$ cat config.mk
export PLATFORM = sky130hd
export DESIGN_NAME = pwd_watchdog
export DESIGN_NICKNAME = d
export VERILOG_FILES = /design/src/design/pwd_pkg.sv /design/src/design/pwd_sync.sv /design/src/design/pwd_watchdog.sv
export SDC_FILE = /design/constraint.sdc
export NUM_CORES = 1
export LEC_CHECK = 0
export ABC_AREA = 1
export BUFFER_PORTS_ARGS = -buffer_cell sky130_fd_sc_hd__buf_2
export CAP_MARGIN = 20
export CELL_PAD_IN_SITES_DETAIL_PLACEMENT = 1
export CELL_PAD_IN_SITES_GLOBAL_PLACEMENT = 2
export CORE_ASPECT_RATIO = 0.5
export CORE_MARGIN = 5
export CORE_UTILIZATION = 33
export CTS_CLUSTER_DIAMETER = 150
export CTS_CLUSTER_SIZE = 24
export DETAILED_ROUTE_END_ITERATION = 7
export PLACE_DENSITY = 0.83
export REMOVE_ABC_BUFFERS = 1
export SLEW_MARGIN = 20
export SYNTH_ARGS = -nofsm -noshare
export SYNTH_HDL_FRONTEND = slang
export SYNTH_SLANG_ARGS = --single-unit
$ cat constraint.sdc
create_clock -name core_clk -period 2.9 [get_ports core_clk]
set_input_delay 0.58 -clock core_clk [delete_from_list [all_inputs] [get_ports core_clk]]
set_output_delay 0.58 -clock core_clk [all_outputs]
set_load 0.03 [all_outputs]
$ cat src/design/pwd_pkg.sv
// Package of constants and types for the pin-selectable watchdog supervisor
// Behaviour
// - Strobe stuck for a timeout pulses output
// - Counter clears on output or strobe edge
// - Timeout drives output low, then releases
// - Pulse width 100ms long, 1ms short
// - Equal variant: startup equals timeout table
// - Long variant: 60s startup, own timeout table
// - First-edge variant startup table, two first-edge codes
// - First-edge variant timeout table
// - Code 011 disables watchdog entirely
// - First-edge modes wait forever for strobe edge
// - Startup restarts at reset and select change
// - No countdown, no pulse during startup
// - After startup, count timeout and watch strobe
// - Output stays high while strobed in time
// - Only strobe levels held 100ns count
// - Strobe ignored during pulse and startup
// - Strobe ignored 300us after power-up or change
// - Disabled watchdog keeps output high
package pwd_pkg;

  localparam int unsigned CLK_HZ = 125_000_000;
  localparam int unsigned CNT_W  = 34;

  typedef enum logic [1:0] {
    PWD_VAR_EQUAL = 2'b00,
    PWD_VAR_LONG  = 2'b01,
    PWD_VAR_EDGE  = 2'b10
  } pwd_variant_t;

  typedef enum logic [2:0] {
    PWD_ST_SETUP   = 3'b000,
    PWD_ST_STARTUP = 3'b001,
    PWD_ST_FIRST   = 3'b010,
    PWD_ST_WATCH   = 3'b011,
    PWD_ST_ALARM   = 3'b100,
    PWD_ST_OFF     = 3'b101
  } pwd_state_t;

  // Times in nanoseconds as printed
  localparam longint unsigned T_200US_NS = 64'd200_000;
  localparam longint unsigned T_30US_NS  = 64'd30_000;
  localparam longint unsigned T_1MS_NS   = 64'd1_000_000;
  localparam longint unsigned T_3MS_NS   = 64'd3_000_000;
  localparam longint unsigned T_10MS_NS  = 64'd10_000_000;
  localparam longint unsigned T_30MS_NS  = 64'd30_000_000;
  localparam longint unsigned T_100MS_NS = 64'd100_000_000;
  localparam longint unsigned T_300MS_NS = 64'd300_000_000;
  localparam longint unsigned T_1S_NS    = 64'd1_000_000_000;
  localparam longint unsigned T_3S_NS    = 64'd3_000_000_000;
  localparam longint unsigned T_10S_NS   = 64'd10_000_000_000;
  localparam longint unsigned T_60S_NS   = 64'd60_000_000_000;
  localparam longint unsigned T_SETUP_NS = 64'd300_000;
  localparam longint unsigned T_GLITCH_NS = 64'd100;
  localparam longint unsigned CLK_NS     = 64'd8;

  // Least times round up to whole cycles
  function automatic logic [CNT_W-1:0] ns2cyc(input longint unsigned ns);
    longint unsigned c;
    c = (ns + CLK_NS - 64'd1) / CLK_NS;
    if (c == 64'd0) c = 64'd1;
    return c[CNT_W-1:0];
  endfunction : ns2cyc

  localparam logic [CNT_W-1:0] CYC_200US = ns2cyc(T_200US_NS);
  localparam logic [CNT_W-1:0] CYC_30US  = ns2cyc(T_30US_NS);
  localparam logic [CNT_W-1:0] CYC_1MS   = ns2cyc(T_1MS_NS);
  localparam logic [CNT_W-1:0] CYC_3MS   = ns2cyc(T_3MS_NS);
  localparam logic [CNT_W-1:0] CYC_10MS  = ns2cyc(T_10MS_NS);
  localparam logic [CNT_W-1:0] CYC_30MS  = ns2cyc(T_30MS_NS);
  localparam logic [CNT_W-1:0] CYC_100MS = ns2cyc(T_100MS_NS);
  localparam logic [CNT_W-1:0] CYC_300MS = ns2cyc(T_300MS_NS);
  localparam logic [CNT_W-1:0] CYC_1S    = ns2cyc(T_1S_NS);
  localparam logic [CNT_W-1:0] CYC_3S    = ns2cyc(T_3S_NS);
  localparam logic [CNT_W-1:0] CYC_10S   = ns2cyc(T_10S_NS);
  localparam logic [CNT_W-1:0] CYC_60S   = ns2cyc(T_60S_NS);
  localparam logic [CNT_W-1:0] CYC_SETUP = ns2cyc(T_SETUP_NS);
  localparam logic [CNT_W-1:0] CYC_GLITCH = ns2cyc(T_GLITCH_NS);

  localparam logic [2:0] SEL_DISABLE = 3'h3;
  localparam logic [2:0] SEL_RESET   = 3'h0;

endpackage : pwd_pkg

$ cat src/design/pwd_sync.sv
// Two-flop synchroniser with a hold filter for the strobe and select pins
`timescale 1ns/1ps
module pwd_sync #(
  parameter int unsigned W = 1
) (
  input  wire logic                   core_clk,
  input  wire logic                   rst,
  input  wire logic [W-1:0]           pin_in,
  input  wire logic [pwd_pkg::CNT_W-1:0] hold_cyc,
  output logic      [W-1:0]           stable_q
);
  import pwd_pkg::*;

  logic [W-1:0]       s1_q, s2_q, s3_q, stable_d;
  logic [CNT_W-1:0]   hold_q, hold_d;

  always_comb begin
    stable_d = stable_q;
    hold_d   = hold_q;
    if (s2_q != s3_q) begin
      hold_d = '0;
    end else if (hold_q + 1'b1 >= hold_cyc) begin
      stable_d = s3_q;
    end else begin
      hold_d = hold_q + 1'b1;
    end
  end

  always_ff @(posedge core_clk or posedge rst) begin
    if (rst) begin
      s1_q     <= '0;
      s2_q     <= '0;
      s3_q     <= '0;
      hold_q   <= '0;
      stable_q <= '0;
    end else begin
      s1_q     <= pin_in;
      s2_q     <= s1_q;
      s3_q     <= s2_q;
      hold_q   <= hold_d;
      stable_q <= stable_d;
    end
  end

endmodule : pwd_sync

$ cat src/design/pwd_watchdog.sv
// Top of the pin-selectable watchdog supervisor
`timescale 1ns/1ps
module pwd_watchdog #(
  parameter pwd_pkg::pwd_variant_t VARIANT   = pwd_pkg::PWD_VAR_EQUAL,
  parameter bit                    LONG_PULSE = 1'b1,
  parameter logic [pwd_pkg::CNT_W-1:0] SETUP_CYC = pwd_pkg::CYC_SETUP,
  parameter logic [pwd_pkg::CNT_W-1:0] PULSE_LONG_CYC = pwd_pkg::CYC_100MS,
  parameter logic [pwd_pkg::CNT_W-1:0] PULSE_SHORT_CYC = pwd_pkg::CYC_1MS,
  parameter int unsigned           TIME_DIV  = 1
) (
  input  wire logic core_clk,
  input  wire logic rst,
  input  wire logic kick_strobe_in,
  input  wire logic timing_select_lsb,
  input  wire logic timing_select_mid,
  input  wire logic timing_select_msb,
  output logic      timeout_pulse_n
);
  import pwd_pkg::*;

  logic [3:0]       pins_s;
  logic [2:0]       sel;
  logic             strobe;
  logic             strobe_prev_q, strobe_prev_d;
  logic [2:0]       sel_q, sel_d;
  logic [2:0]       pend_q, pend_d;
  logic             pend_v_q, pend_v_d;
  pwd_state_t       st_q, st_d;
  logic [CNT_W-1:0] cnt_q, cnt_d;
  logic             out_n_q, out_n_d;
  logic             edge_seen;
  logic [CNT_W-1:0] t_start, t_wd, t_pulse;
  logic             first_edge;

  pwd_sync #(.W(4)) u_sync (
    .core_clk (core_clk),
    .rst      (rst),
    .pin_in   ({kick_strobe_in, timing_select_msb, timing_select_mid, timing_select_lsb}),
    .hold_cyc (CYC_GLITCH),
    .stable_q (pins_s)
  );

  assign sel    = pins_s[2:0];
  assign strobe = pins_s[3];
  // Strobe edges are taken from the filtered level only
  assign edge_seen = strobe != strobe_prev_q;

  function automatic logic [CNT_W-1:0] scale(input logic [CNT_W-1:0] c);
    logic [CNT_W-1:0] r;
    r = c / CNT_W'(TIME_DIV);
    return (r == '0) ? CNT_W'(1) : r;
  endfunction : scale

  // Table lookup of startup and timeout for the active code
  always_comb begin
    t_start    = CYC_1MS;
    t_wd       = CYC_1MS;
    first_edge = 1'b0;
    case (VARIANT)
      PWD_VAR_EQUAL: begin
        case (sel_q)
          3'h0: t_wd = CYC_1MS;
          3'h1: t_wd = CYC_10MS;
          3'h2: t_wd = CYC_30MS;
          3'h4: t_wd = CYC_100MS;
          3'h5: t_wd = CYC_1S;
          3'h6: t_wd = CYC_10S;
          default: t_wd = CYC_60S;
        endcase
        t_start = t_wd;
      end
      PWD_VAR_LONG: begin
        t_start = CYC_60S;
        case (sel_q)
          3'h0: t_wd = CYC_1MS;
          3'h1: t_wd = CYC_3MS;
          3'h2: t_wd = CYC_10MS;
          3'h4: t_wd = CYC_100MS;
          3'h5: t_wd = CYC_300MS;
          3'h6: t_wd = CYC_3S;
          default: t_wd = CYC_60S;
        endcase
      end
      default: begin
        case (sel_q)
          3'h0: begin
            t_start = CYC_3MS;
            t_wd    = CYC_3MS;
          end
          3'h1: begin
            t_start = CYC_3S;
            t_wd    = CYC_3S;
          end
          3'h2: begin
            t_start = CYC_60S;
            t_wd    = CYC_1S;
          end
          3'h4: begin
            t_start = CYC_200US;
            t_wd    = CYC_30US;
          end
          3'h5: begin
            first_edge = 1'b1;
            t_wd       = CYC_1S;
          end
          3'h6: begin
            first_edge = 1'b1;
            t_wd       = CYC_10S;
          end
          default: begin
            t_start = CYC_60S;
            t_wd    = CYC_10S;
          end
        endcase
      end
    endcase
    t_start = scale(t_start);
    t_wd    = scale(t_wd);
  end

  assign t_pulse = LONG_PULSE ? PULSE_LONG_CYC : PULSE_SHORT_CYC;

  assign timeout_pulse_n = out_n_q;

  // Phase sequencer: setup, startup or first edge, watch, pulse
  always_comb begin
    st_d          = st_q;
    cnt_d         = cnt_q;
    out_n_d       = 1'b1;
    sel_d         = sel_q;
    pend_d        = pend_q;
    pend_v_d      = pend_v_q;
    strobe_prev_d = strobe;
    // A code change during a pulse waits for the pulse to finish
    if (sel != sel_q && st_q == PWD_ST_ALARM) begin
      pend_d   = sel;
      pend_v_d = 1'b1;
    end
    case (st_q)
      PWD_ST_SETUP: begin
        cnt_d = cnt_q + 1'b1;
        if (cnt_q + 1'b1 >= SETUP_CYC) begin
          cnt_d = '0;
          if (sel_q == SEL_DISABLE) st_d = PWD_ST_OFF;
          else if (first_edge) st_d = PWD_ST_FIRST;
          else st_d = PWD_ST_STARTUP;
        end
      end
      PWD_ST_STARTUP: begin
        cnt_d = cnt_q + 1'b1;
        if (cnt_q + 1'b1 >= t_start) begin
          cnt_d = '0;
          st_d  = PWD_ST_WATCH;
        end
      end
      PWD_ST_FIRST: begin
        cnt_d = '0;
        if (edge_seen) st_d = PWD_ST_WATCH;
      end
      PWD_ST_WATCH: begin
        if (edge_seen) begin
          cnt_d = '0;
        end else if (cnt_q + 1'b1 >= t_wd) begin
          cnt_d   = '0;
          st_d    = PWD_ST_ALARM;
          out_n_d = 1'b0;
        end else begin
          cnt_d = cnt_q + 1'b1;
        end
      end
      PWD_ST_ALARM: begin
        out_n_d = 1'b0;
        cnt_d   = cnt_q + 1'b1;
        if (cnt_q + 1'b1 >= t_pulse) begin
          cnt_d   = '0;
          out_n_d = 1'b1;
          if (pend_v_q || pend_v_d) begin
            sel_d    = pend_v_d ? pend_d : pend_q;
            pend_v_d = 1'b0;
            st_d     = PWD_ST_SETUP;
          end else begin
            st_d = PWD_ST_WATCH;
          end
        end
      end
      PWD_ST_OFF: begin
        cnt_d = '0;
      end
      default: begin
        st_d  = PWD_ST_SETUP;
        cnt_d = '0;
      end
    endcase
    // Code change outside a pulse restarts the setup phase at once
    if (sel != sel_q && st_q != PWD_ST_ALARM) begin
      sel_d   = sel;
      st_d    = PWD_ST_SETUP;
      cnt_d   = '0;
      out_n_d = 1'b1;
    end
  end

  // State registers; the output is taken straight from out_n_q
  always_ff @(posedge core_clk or posedge rst) begin
    if (rst) begin
      st_q            <= PWD_ST_SETUP;
      cnt_q           <= '0;
      out_n_q         <= 1'b1;
      sel_q           <= SEL_RESET;
      pend_q          <= SEL_RESET;
      pend_v_q        <= 1'b0;
      strobe_prev_q   <= 1'b0;
    end else begin
      st_q            <= st_d;
      cnt_q           <= cnt_d;
      out_n_q         <= out_n_d;
      sel_q           <= sel_d;
      pend_q          <= pend_d;
      pend_v_q        <= pend_v_d;
      strobe_prev_q   <= strobe_prev_d;
    end
  end

endmodule : pwd_watchdog

==> results.yml, run 1 <==
sta:
  relSlewSlack: 0.323
  worst_pin_slew_ns: 1.02
  finalClockSkew_ns: 0.00839
  whs_ns: 0.300
  post-route-period-util: 1.10
  grt_setup_unrepaired: "yes"
  tns_ns: -9.68
  timing.final.hold_violations: 0
  fin_ws_ns: -0.289
  max_freq_ghz: 0.314
  final-setup-viol-count: 37
  final_max_slew_viol_count: 0
  fin_crit_ns: 3.19
job:
  drv_cap: 0
synthesis:
  ys.flop_type: "dfrtp_1"
  synth_area_mm2: 0.00706
  yosysWarningCount: 0
  async_flop_share: 1.00
  synth_cell_types: 40
  yosys_register_bits: 96
  syn_avg_cell_area_um2: 6.81
  yosysSeqAreaShare: 0.341
  synth_cells: 1037
  synth_edf_count: 0
floorplanning:
  dieWidth_um: 217
  start_util: 0.340
  coreArea_mm2: 0.0208
  io_pins: 7
  die_area_mm2: 0.0246
  die_height_um: 113
  rows: 37
cts:
  cts.sinks: 96
  htree_num_levels: 3
  cts_tree: "yes"
  clkTransAtPathRegs_ns: 0.08
  clockBufferDepth: 2
  cts_root_buf: "clkbuf_16"
  clk_latency_ns: 0.35
  cts_buffers: 9
worst_setup_path:
  start_kind: "flip-flop"
  cp-end-kind: "flip-flop"
  cp.arrival_ns: 3.44
  crit_family: "simple AND/OR/NAND/NOR gates"
  slowest_delay_ns: 0.42
  crit_top_cell: "nand2_1"
  crit_slowest_cell: "dfrtp_1"
  required_ns: 3.15
  critPathMaxFanout: 8
  crit_type: "reg2reg"
  crit_buf_inv: 6
pwr:
  p_per_area_mw_per_mm2: 379
  p_leak_nw: 4.57
  vdd_drop_max_mv: 0.258
route:
  wl_mm: 25.2
  drtIter0Drc: 413
  vias: 7182
  drtPass1Iterations: 4
  drc_errors: 0
  ant_nets: 0
  wl_per_cell_um: 17.1
  drt-vias-per-instance: 4.87
global_routing:
  grt_remaining_overflow: 0
  grt_pass1_vias: 7697
  grt_max_degree: 44
  grt.total_usage: 0.196
  grt_pass1_wl_mm: 39.1
  antenna_found_initial: 0
placement:
  io_buffers: 6
  dp_hpwl_mm: 18.6
  gp_congestion: 0.841
  placed_cell_area_mm2: 0.00836
finish:
  fin_nets: 1238
  area_growth_pct: 35.4
  final_util: 0.460
  drive_above_1_share: 0.300
  stdcell_area_mm2: 0.00956
  diodes: 0
status:
  violations: "setup timing"
  status: "finished with violations"
hold_path:
  hp-class: "in2async"
[repair_timing]
action	4_1_cts	5_1_grt
buffers inserted	11	18
gates cloned	2	0
pin swaps	25	59
endpoints found under the setup margin	37	47
gates resized for setup	60	114
hold buffers	0	0
[flip-flops by register name, indices dropped and copies added, names as in the netlist]
name / cells
cnt_q: 34
u_sync.s2_q: 4
u_sync.hold_q: 34
strobe_prev_q: 1
st_q: 3
u_sync.s3_q: 4
pend_v_q: 1
timeout_pulse_n: 1
u_sync.s1_q: 4
pend_q: 3
sel_q: 3
u_sync.stable_q: 4
[worst reg2reg max path, cell delays in order, from the launching register on]
cell      delay, ns
dfrtp_1        0.42
buf_4          0.15
nand2_2        0.11
buf_4          0.13
nand3b_1       0.26
clkinv_2       0.13
nand2_1        0.10
nand2_1        0.06
nand2_2        0.10
inv_2          0.05
ha_4           0.26
nand2_2        0.05
nor2_2         0.12
nand2_1        0.07
nor2_1         0.10
nand3_1        0.08
nand2_1        0.07
nand2_1        0.05
nand2_1        0.07
nor2_2         0.05
nand2_2        0.10
inv_2          0.05
nand3_2        0.07
nand3_4        0.11
nand2_8        0.12
buf_12         0.17
nor2_2         0.05
[worst paths after layout]
path                              startpoint                end  slack, ns  cells after the start
max                                 cnt_q[9]           cnt_q[1]      -0.29                     26
min                                      rst           cnt_q[2]       0.30                      2
max reg2reg                         cnt_q[9]           cnt_q[1]      -0.29                     26
min reg2reg                   u_sync.s1_q[3]     u_sync.s2_q[3]       0.36                      0
max in group asynchronous                rst  u_sync.hold_q[27]       1.84                      3
min in group core_clk      timing_select_lsb     u_sync.s1_q[0]       0.33                      1
[Yosys cell counts (3+ instances only)]
library cell	number	share of area
a21oi_1	20	0.014
buf_4	3	0.0032
clkbuf_1	4	0.0021
dfrtp_1	95	0.34
ha_1	34	0.060
inv_1	141	0.075
inv_2	3	0.0016
nand2_1	308	0.16
nand2_2	11	0.0098
nand2_4	3	0.0048
nand3_1	67	0.048
nand3_2	6	0.0085
nand3b_1	3	0.0032
nand4_1	18	0.016
nor2_1	176	0.094
nor2_2	19	0.017
nor2_4	18	0.029
nor3_1	21	0.015
o21ai_0	20	0.014
o21ai_1	3	0.0021
xnor2_1	9	0.011
xor2_1	29	0.036
[layer usage]
| metal | track usage | part of all wire |
|---|---|---|
| met1 | 0.250 | 0.45 |
| met2 | 0.363 | 0.51 |
| met3 | 0.0241 | 0.027 |
| met4 | 0.0387 | 0.017 |
| met5 | 0 | 0 |
[kinds of logic (layout without fill, tap and decap cells)]
group | after synthesis | count (layout) | share of synthesized area
adders and majority gates | 34 | 34 | 0.0603
xor gates and xnor gates | 38 | 38 | 0.0472
and+or+nand+nor | 660 | 660 | 0.423
DFF | 96 | 96 | 0.341
other | 1 | 1 | 0.000531
buffers and inverters | 155 | 321 | 0.0874
AOI/OAI and AO/OA | 53 | 53 | 0.0411
[cells in the final DEF, fill, tap and decap left out, types with 3 or more instances in the layout]
cell	instances
a21oi_1	19
buf_12	6
buf_2	6
buf_4	143
buf_6	4
clkbuf_16	9
dfrtp_1	91
dfrtp_2	4
ha_1	24
ha_4	10
inv_1	132
inv_2	9
inv_4	3
nand2_1	267
nand2_2	46
nand2_4	8
nand3_1	55
nand3_2	14
nand3_4	5
nand3b_1	3
nand4_1	18
nor2_1	143
nor2_2	27
nor2_4	43
nor3_1	20
nor3_2	3
o21ai_0	13
o21ai_1	8
xnor2_1	7
xor2_1	27
[area by class of cell]
cell class | count | area (um2)
fillers | 2636 | 11200
multi-input cells | 786 | 4670
flip-flops and latches | 96 | 2410
repair buffers | 159 | 1270
inverters | 146 | 557
well taps | 273 | 342
clock buffers | 9 | 225
clock inverters | 7 | 87.6
[through the flow]
| stage | std cells | setup slack, ns | power [W] |
|---|---|---|---|
| 6_report | 1476 | -0.289 | 0.00362 |
| 5_1_grt | 1476 | -0.488 | 0.00379 |
| 4_1_cts | 1461 | -0.368 | 0.00367 |
| 3_5_place_dp | 1433 | -0.458 | 0.00209 |
| 3_3_place_gp | 1433 | -0.297 | 0.00207 |
| 2_1_floorplan | 1028 | -0.321 | 0.00183 |
[report_power, final]
group | switching (W) | total [W] | internal, W
clock network | 0.000593 | 0.00128 | 0.000688
logic | 0.000571 | 0.000898 | 0.000328
registers | 0.0000548 | 0.00144 | 0.00139
total | 0.00122 | 0.00362 | 0.00240
Power figures use the tool's default switching activity.
==> inputs of run 2 (changes only) <==
--- a/config.mk
+++ b/config.mk
@@ -11,14 +11,14 @@
 export CELL_PAD_IN_SITES_DETAIL_PLACEMENT = 1
 export CELL_PAD_IN_SITES_GLOBAL_PLACEMENT = 2
 export CORE_ASPECT_RATIO = 0.5
-export CORE_MARGIN = 5
 export CORE_UTILIZATION = 33
 export CTS_CLUSTER_DIAMETER = 150
 export CTS_CLUSTER_SIZE = 24
 export DETAILED_ROUTE_END_ITERATION = 7
-export PLACE_DENSITY = 0.83
+export PLACE_DENSITY = 0.84
 export REMOVE_ABC_BUFFERS = 1
 export SLEW_MARGIN = 20
 export SYNTH_ARGS = -nofsm -noshare
 export SYNTH_HDL_FRONTEND = slang
+export SYNTH_HIERARCHICAL = 1
 export SYNTH_SLANG_ARGS = --single-unit
==> run 2 against run 1 <==
Compared with the run above:
- the flow still finishes with violations (setup timing)
- critical path type unchanged
- design area grew 29%
- power grew 0.28%
- first-iteration DRC count grew 10%
- clock-buffer cell count grew 1
- sequential power is essentially flat
- flip-flop and latch count is the same
- cell count grew 26%
- worst setup slack lost 0.18 ns
- fmax shrank 5.4%
- core utilization grew 5.0 points
- largest cell class unchanged
- clock power is essentially flat
- sequential share of layout area shrank 5.7 points
==> results.yml, run 2 <==
sta:
  final_max_slew_viol_count: 0
  finalClockSkew_ns: 0.0143
  timing.final.hold_violations: 0
  grt_setup_unrepaired: "yes"
  tns_ns: -26.26
  max_freq_ghz: 0.297
  fin_ws_ns: -0.470
  worst_pin_slew_ns: 0.712
  fin_crit_ns: 3.37
  post-route-period-util: 1.16
  relSlewSlack: 0.525
  final-setup-viol-count: 78
floorplanning:
  die_area_mm2: 0.0255
  start_util: 0.339
  coreArea_mm2: 0.0242
  io_pins: 7
  die_height_um: 114
  rows: 40
  dieWidth_um: 225
finish:
  fin_cells: 1866
  diodes: 0
  fin_nets: 1598
  stdcell_area_mm2: 0.0123
  final_common_cell: "nand2_1"
  drive_above_1_share: 0.349
  reg.largest.list: "cnt_q x34, u_sync/hold_q x34"
  final_util: 0.510
  area_growth_pct: 50.4
  layout_common_cells: "nand2_1 (344), buf_4 (200), inv_1 (176), nor2_1 (113), dfrtp_1 (91)"
route:
  wl_per_cell_um: 17.7
  drtPass1Iterations: 4
  drtIter0Drc: 455
  vias: 9342
  ant_nets: 0
  drc_errors: 0
  wl_mm: 33.1
  drt-vias-per-instance: 5.01
synthesis:
  yosysSeqAreaShare: 0.293
  syn_avg_cell_area_um2: 6.52
  synth_edf_count: 0
  synth_common_cells: "nand2_1 (418), inv_1 (188), nor2_1 (165)"
  ys.flop_type: "dfrtp_1"
  async_flop_share: 1.00
  synth_top_cell_by_area: "dfrtp_1"
  synth_most_common_cell: "nand2_1"
  synth_cells: 1259
  yosysWarningCount: 6
  yosysTopAreaCellShare: 0.290
  synth_area_leaders: "dfrtp_1 (29%), nand2_1 (19%), ha_1 (10%), inv_1 (8.6%), nor2_1 (7.5%)"
  synth_area_mm2: 0.00821
  synth_cell_types: 42
  yosys_register_bits: 96
cts:
  clkTransAtPathRegs_ns: 0.07
  cts_root_buf: "clkbuf_16"
  clockBufferDepth: 2
  clk_latency_ns: 0.36
  cts.sinks: 96
  cts_buffers: 9
  htree_num_levels: 3
  holdBufCountCts: 0
  cts_tree: "yes"
worst_setup_path:
  crit_chain: "inv_1 -> nor3_2 -> buf_4 -> nand2_1 -> nor2_2 -> nand2_1 -> nand2_1 -> nand2_1 -> ha_1 -> nand2_2 -> nor2_4 -> buf_6 -> nand2_4 -> nor2_4 -> nand4_1 -> buf_4 -> inv_4 -> nor2_4 -> buf_12 -> buf_12 -> nand4_1 -> nand2_1"
  required_ns: 3.13
  reg2reg_depth: 22
  slowest_delay_ns: 0.39
  crit_top_cell: "nand2_1"
  crit_slowest_cell: "dfrtp_1"
  cp-end-kind: "flip-flop"
  cp.arrival_ns: 3.60
  start_kind: "flip-flop"
  crit_type: "reg2reg"
  critPathMaxFanout: 6
pwr:
  vdd_drop_max_mv: 0.281
  p_leak_nw: 6.23
  p_per_area_mw_per_mm2: 294
global_routing:
  antenna_found_initial: 0
  grt_pass1_vias: 10100
  grt.total_usage: 0.251
  grt_max_degree: 74
  grt_pass1_wl_mm: 50.5
  grt_remaining_overflow: 0
placement:
  gp_congestion: 0.895
  placed_cell_area_mm2: 0.00994
  io_buffers: 6
  placed_cells: 1780
  dp_hpwl_mm: 21.7
hold_path:
  holdPathStages: 1
  hp-class: "in2reg"
status:
  violations: "setup timing"
  status: "finished with violations"
job:
  drv_cap: 0
==> run 2: cell types whose count changed after synthesis, moves of 6 or more <==
cell	delta
buf_6	+9
nand2_1	+110
nand3_1	+25
nor3_1	-13
a21oi_1	+7
ha_1	+33
buf_2	+9
nor2_1	-11
xor2_1	-11
o21ai_0	+7
nand4_1	+29
nand2_2	-6
nor2_4	-10
inv_1	+47
==> run 2: stage by stage <==
step | setup WS (ns) | hold WS, ns | total power (W)
floorplan | -0.305 | 0.331 | 0.00182
global placement | -0.270 | 0.335 | 0.00200
detailed placement | -0.411 | 0.336 | 0.00202
CTS | -0.257 | 0.320 | 0.00357
global route | -0.589 | 0.316 | 0.00377
finish | -0.470 | 0.325 | 0.00363
==> run 2: cell type report <==
class | count | area [um2]
Clock buffer | 10 | 239
Clock inverter | 6 | 66.3
Fill cell | 3026 | 11900
Inverter | 189 | 714
Multi-Input combinational cell | 984 | 6260
Sequential cell | 96 | 2410
Tap cell | 336 | 420
Timing Repair Buffer | 245 | 2240
==> run 2: cells by family after synthesis <==
group                    Yosys count  share of synthesized area
other                              2                   0.000915
AO/OA/AOI/OAI                     69                     0.0496
XOR/XNOR                          29                     0.0309
buffers and inverters            212                      0.109
flip-flops                        96                      0.293
AND/OR/NAND/NOR                  784                      0.415
adder cells (fa/ha/maj)           67                      0.102
==> run 2: layer usage <==
metal,part of all wire,GRT usage
met1,0.41,0.289
met2,0.52,0.473
met3,0.034,0.0392
met4,0.033,0.0880
met5,0,0
==> run 2: report_power, final <==
group          internal, W  switching, W
clock             0.000700      0.000605
combinational     0.000361      0.000540
sequential         0.00139     0.0000401
total              0.00245       0.00119
==> run 2: path summary, 6_finish.rpt <==
| path | to | start | slack, ns |
|---|---|---|---|
| max | u_sync/hold_q[19] | u_sync/hold_q[18] | -0.47 |
| min | u_sync/s1_q[2] | timing_select_msb | 0.33 |
| max reg2reg | u_sync/hold_q[19] | u_sync/hold_q[18] | -0.47 |
| min reg2reg | u_sync/s2_q[3] | u_sync/s1_q[3] | 0.35 |
| max in group asynchronous | u_sync/hold_q[11] | rst | 1.87 |
| min in group asynchronous | u_sync/hold_q[13] | rst | 0.35 |
==> run 2: worst max-delay path: cells and delay by family (launching register included) <==
kind                     cells  cell delay [ns]
AND/OR/NAND/NOR             14             1.60
flip-flops                   1             0.39
adder cells (fa/ha/maj)      1             0.31
buffers and inverters        7             0.95
==> run 2: timing repair <==
item                       CTS  global route
setup endpoints to repair   75            79
pin swaps                   70            72
setup buffers               39            20
cloned                      12             0
gates resized for setup    224           106
==> inputs of run 3 (changes only) <==
--- a/config.mk
+++ b/config.mk
@@ -15,7 +15,7 @@
 export CTS_CLUSTER_DIAMETER = 150
 export CTS_CLUSTER_SIZE = 24
 export DETAILED_ROUTE_END_ITERATION = 7
-export PLACE_DENSITY = 0.84
+export PLACE_DENSITY_LB_ADDON = 0.1
 export REMOVE_ABC_BUFFERS = 1
 export SLEW_MARGIN = 20
 export SYNTH_ARGS = -nofsm -noshare
==> run 3 against run 2 <==
Compared with the run above:
- the run still ends with setup timing left
- core utilization shrank 1.5 points
- worst setup slack gained 0.20 ns
- die area is the same
- first-iteration DRC count shrank 47%
- critical path depth shrank 2
- highest routed layer unchanged
- clock power is essentially flat
- cell count shrank 0.75%
==> results.yml, run 3 (synthesis results as in run 2) <==
status:
  status: "finished with violations"
  violations: "setup timing"
route:
  wl_mm: 30.0
  ant_nets: 0
  wl_per_cell_um: 16.2
  drc_errors: 0
  vias: 8875
  drtIter0Drc: 243
  drt-vias-per-instance: 4.79
  drtPass1Iterations: 5
floorplanning:
  rows: 40
  start_util: 0.339
  die_area_mm2: 0.0255
  coreArea_mm2: 0.0242
  dieWidth_um: 225
  io_pins: 7
  die_height_um: 114
finish:
  reg.largest.list: "cnt_q x34, u_sync/hold_q x34"
  diodes: 0
  nFillCells: 3075
  fin_cells: 1852
  drive_above_1_share: 0.333
  layout_common_cells: "nand2_1 (343), buf_4 (187), inv_1 (178), nor2_1 (114), dfrtp_1 (89)"
  fin_nets: 1584
  area_growth_pct: 46.1
  final_common_cell: "nand2_1"
sta:
  fin_ws_ns: -0.268
  fin_crit_ns: 3.17
  worst_pin_slew_ns: 0.708
  max_freq_ghz: 0.316
  final_max_slew_viol_count: 0
  timing.final.hold_violations: 0
  final-setup-viol-count: 74
  finalClockSkew_ns: 0.0109
  tns_ns: -15.86
  post-route-period-util: 1.09
  grt_setup_unrepaired: "yes"
  relSlewSlack: 0.528
global_routing:
  grt_max_degree: 74
  grt_remaining_overflow: 0
  grt-busiest-layer: "met2"
  grt_pass1_vias: 9197
  gr-usage-met3: 0.0319
  grtUsageMet2: 0.426
  grt.total_usage: 0.232
  grt_use_met1: 0.287
  antenna_found_initial: 0
  grt_pass1_wl_mm: 46.3
cts:
  clkTransAtPathRegs_ns: 0.08
  cts_root_buf: "clkbuf_16"
  htree_num_levels: 3
  clockBufferDepth: 2
  clk_latency_ns: 0.37
  cts.sinks: 96
  cts_buffers: 9
  cts_tree: "yes"
  holdBufCountCts: 0
placement:
  placed_cells: 1781
  dp_hpwl_mm: 21.5
  io_buffers: 6
  post-place-ws_ns: -0.343
  gp_congestion: 0.845
worst_setup_path:
  crit_family: "simple AND/OR/NAND/NOR gates"
  slowest_delay_ns: 0.41
  critPathMaxFanout: 5
  cp.arrival_ns: 3.43
  crit_chain: "ha_2 -> nand2_4 -> nor2_4 -> nand2_2 -> nor2_4 -> buf_6 -> buf_4 -> xor2_2 -> ha_1 -> nand2_4 -> buf_4 -> nor3_2 -> nand4_1 -> buf_6 -> inv_4 -> nor2_4 -> buf_12 -> buf_2 -> nand4_1 -> nand2_1"
  reg2reg_depth: 20
  start_kind: "flip-flop"
  cp_num_cells: 20
  required_ns: 3.16
  crit_top_cell: "nor2_4"
  cp-end-kind: "flip-flop"
  crit_slowest_cell: "dfrtp_1"
  crit_type: "reg2reg"
  crit_buf_inv: 7
pwr:
  vdd_drop_max_mv: 0.245
  finalPower_w: 0.00366
  p_leak_nw: 6.08
  p_per_area_mw_per_mm2: 306
job:
  drv_cap: 0
hold_path:
  hp-class: "in2async"
==> run 3: cell types whose count changed in the layout (fill, tap and decap cells not counted), moves of 4 or more <==
cell and delta:
ha_1 +6, buf_6 +5, nand3_1 +7, nor2_4 +10
nand3_2 -4, buf_4 -13, nor2_2 -11, buf_16 -9
ha_4 -6
==> run 3: final cells by class <==
cell class / instances / area (um2) / area share
Inverter: 189 / 712 / 0.0594
Sequential cell: 96 / 2410 / 0.201
Clock inverter: 7 / 86.3 / 0.00720
Timing Repair Buffer: 230 / 1990 / 0.166
Multi-Input combinational cell: 985 / 6150 / 0.513
Clock buffer: 9 / 225 / 0.0188
Tap cell: 336 / 420 / 0.0351
==> run 3: per-layer routing <==
layer / up-vias / part of all wire
met5: - / 0
met4: 0 / 0.020
met3: 40 / 0.018
met2: 88 / 0.51
met1: 4320 / 0.45
li1: 4427 / -
==> run 3: path summary, 6_finish.rpt <==
path | from | endpoint | slack (ns)
max | u_sync/hold_q[1] | u_sync/hold_q[3] | -0.27
min | rst | cnt_q[4] | 0.26
max reg2reg | u_sync/hold_q[1] | u_sync/hold_q[3] | -0.27
min reg2reg | u_sync/s1_q[3] | u_sync/s2_q[3] | 0.35
max in group asynchronous | rst | u_sync/hold_q[12] | 1.99
min in group core_clk | timing_select_lsb | u_sync/s1_q[0] | 0.31
==> run 3: through the flow <==
stage                     utilization  hold WS [ns]  instance area (um2)
after floorplan                     -         0.331                 8150
after global placement          0.410         0.335                 9930
after detailed placement        0.410         0.337                 9930
after CTS                       0.452         0.271                10900
after global routing            0.495         0.296                12000
final                           0.495         0.256                12000
==> run 3: what timing repair did <==
action / 4_1_cts / 5_1_grt
setup buffers: 20 / 35
gates cloned: 5 / 3
gates resized for setup: 115 / 200
endpoints found under the setup margin: 75 / 78
pin swaps: 47 / 78
==> run 3: report_power, final <==
| part | switching, W | internal (W) |
|---|---|---|
| clock | 0.000636 | 0.000691 |
| combinational | 0.000550 | 0.000352 |
| sequential | 0.0000473 | 0.00139 |
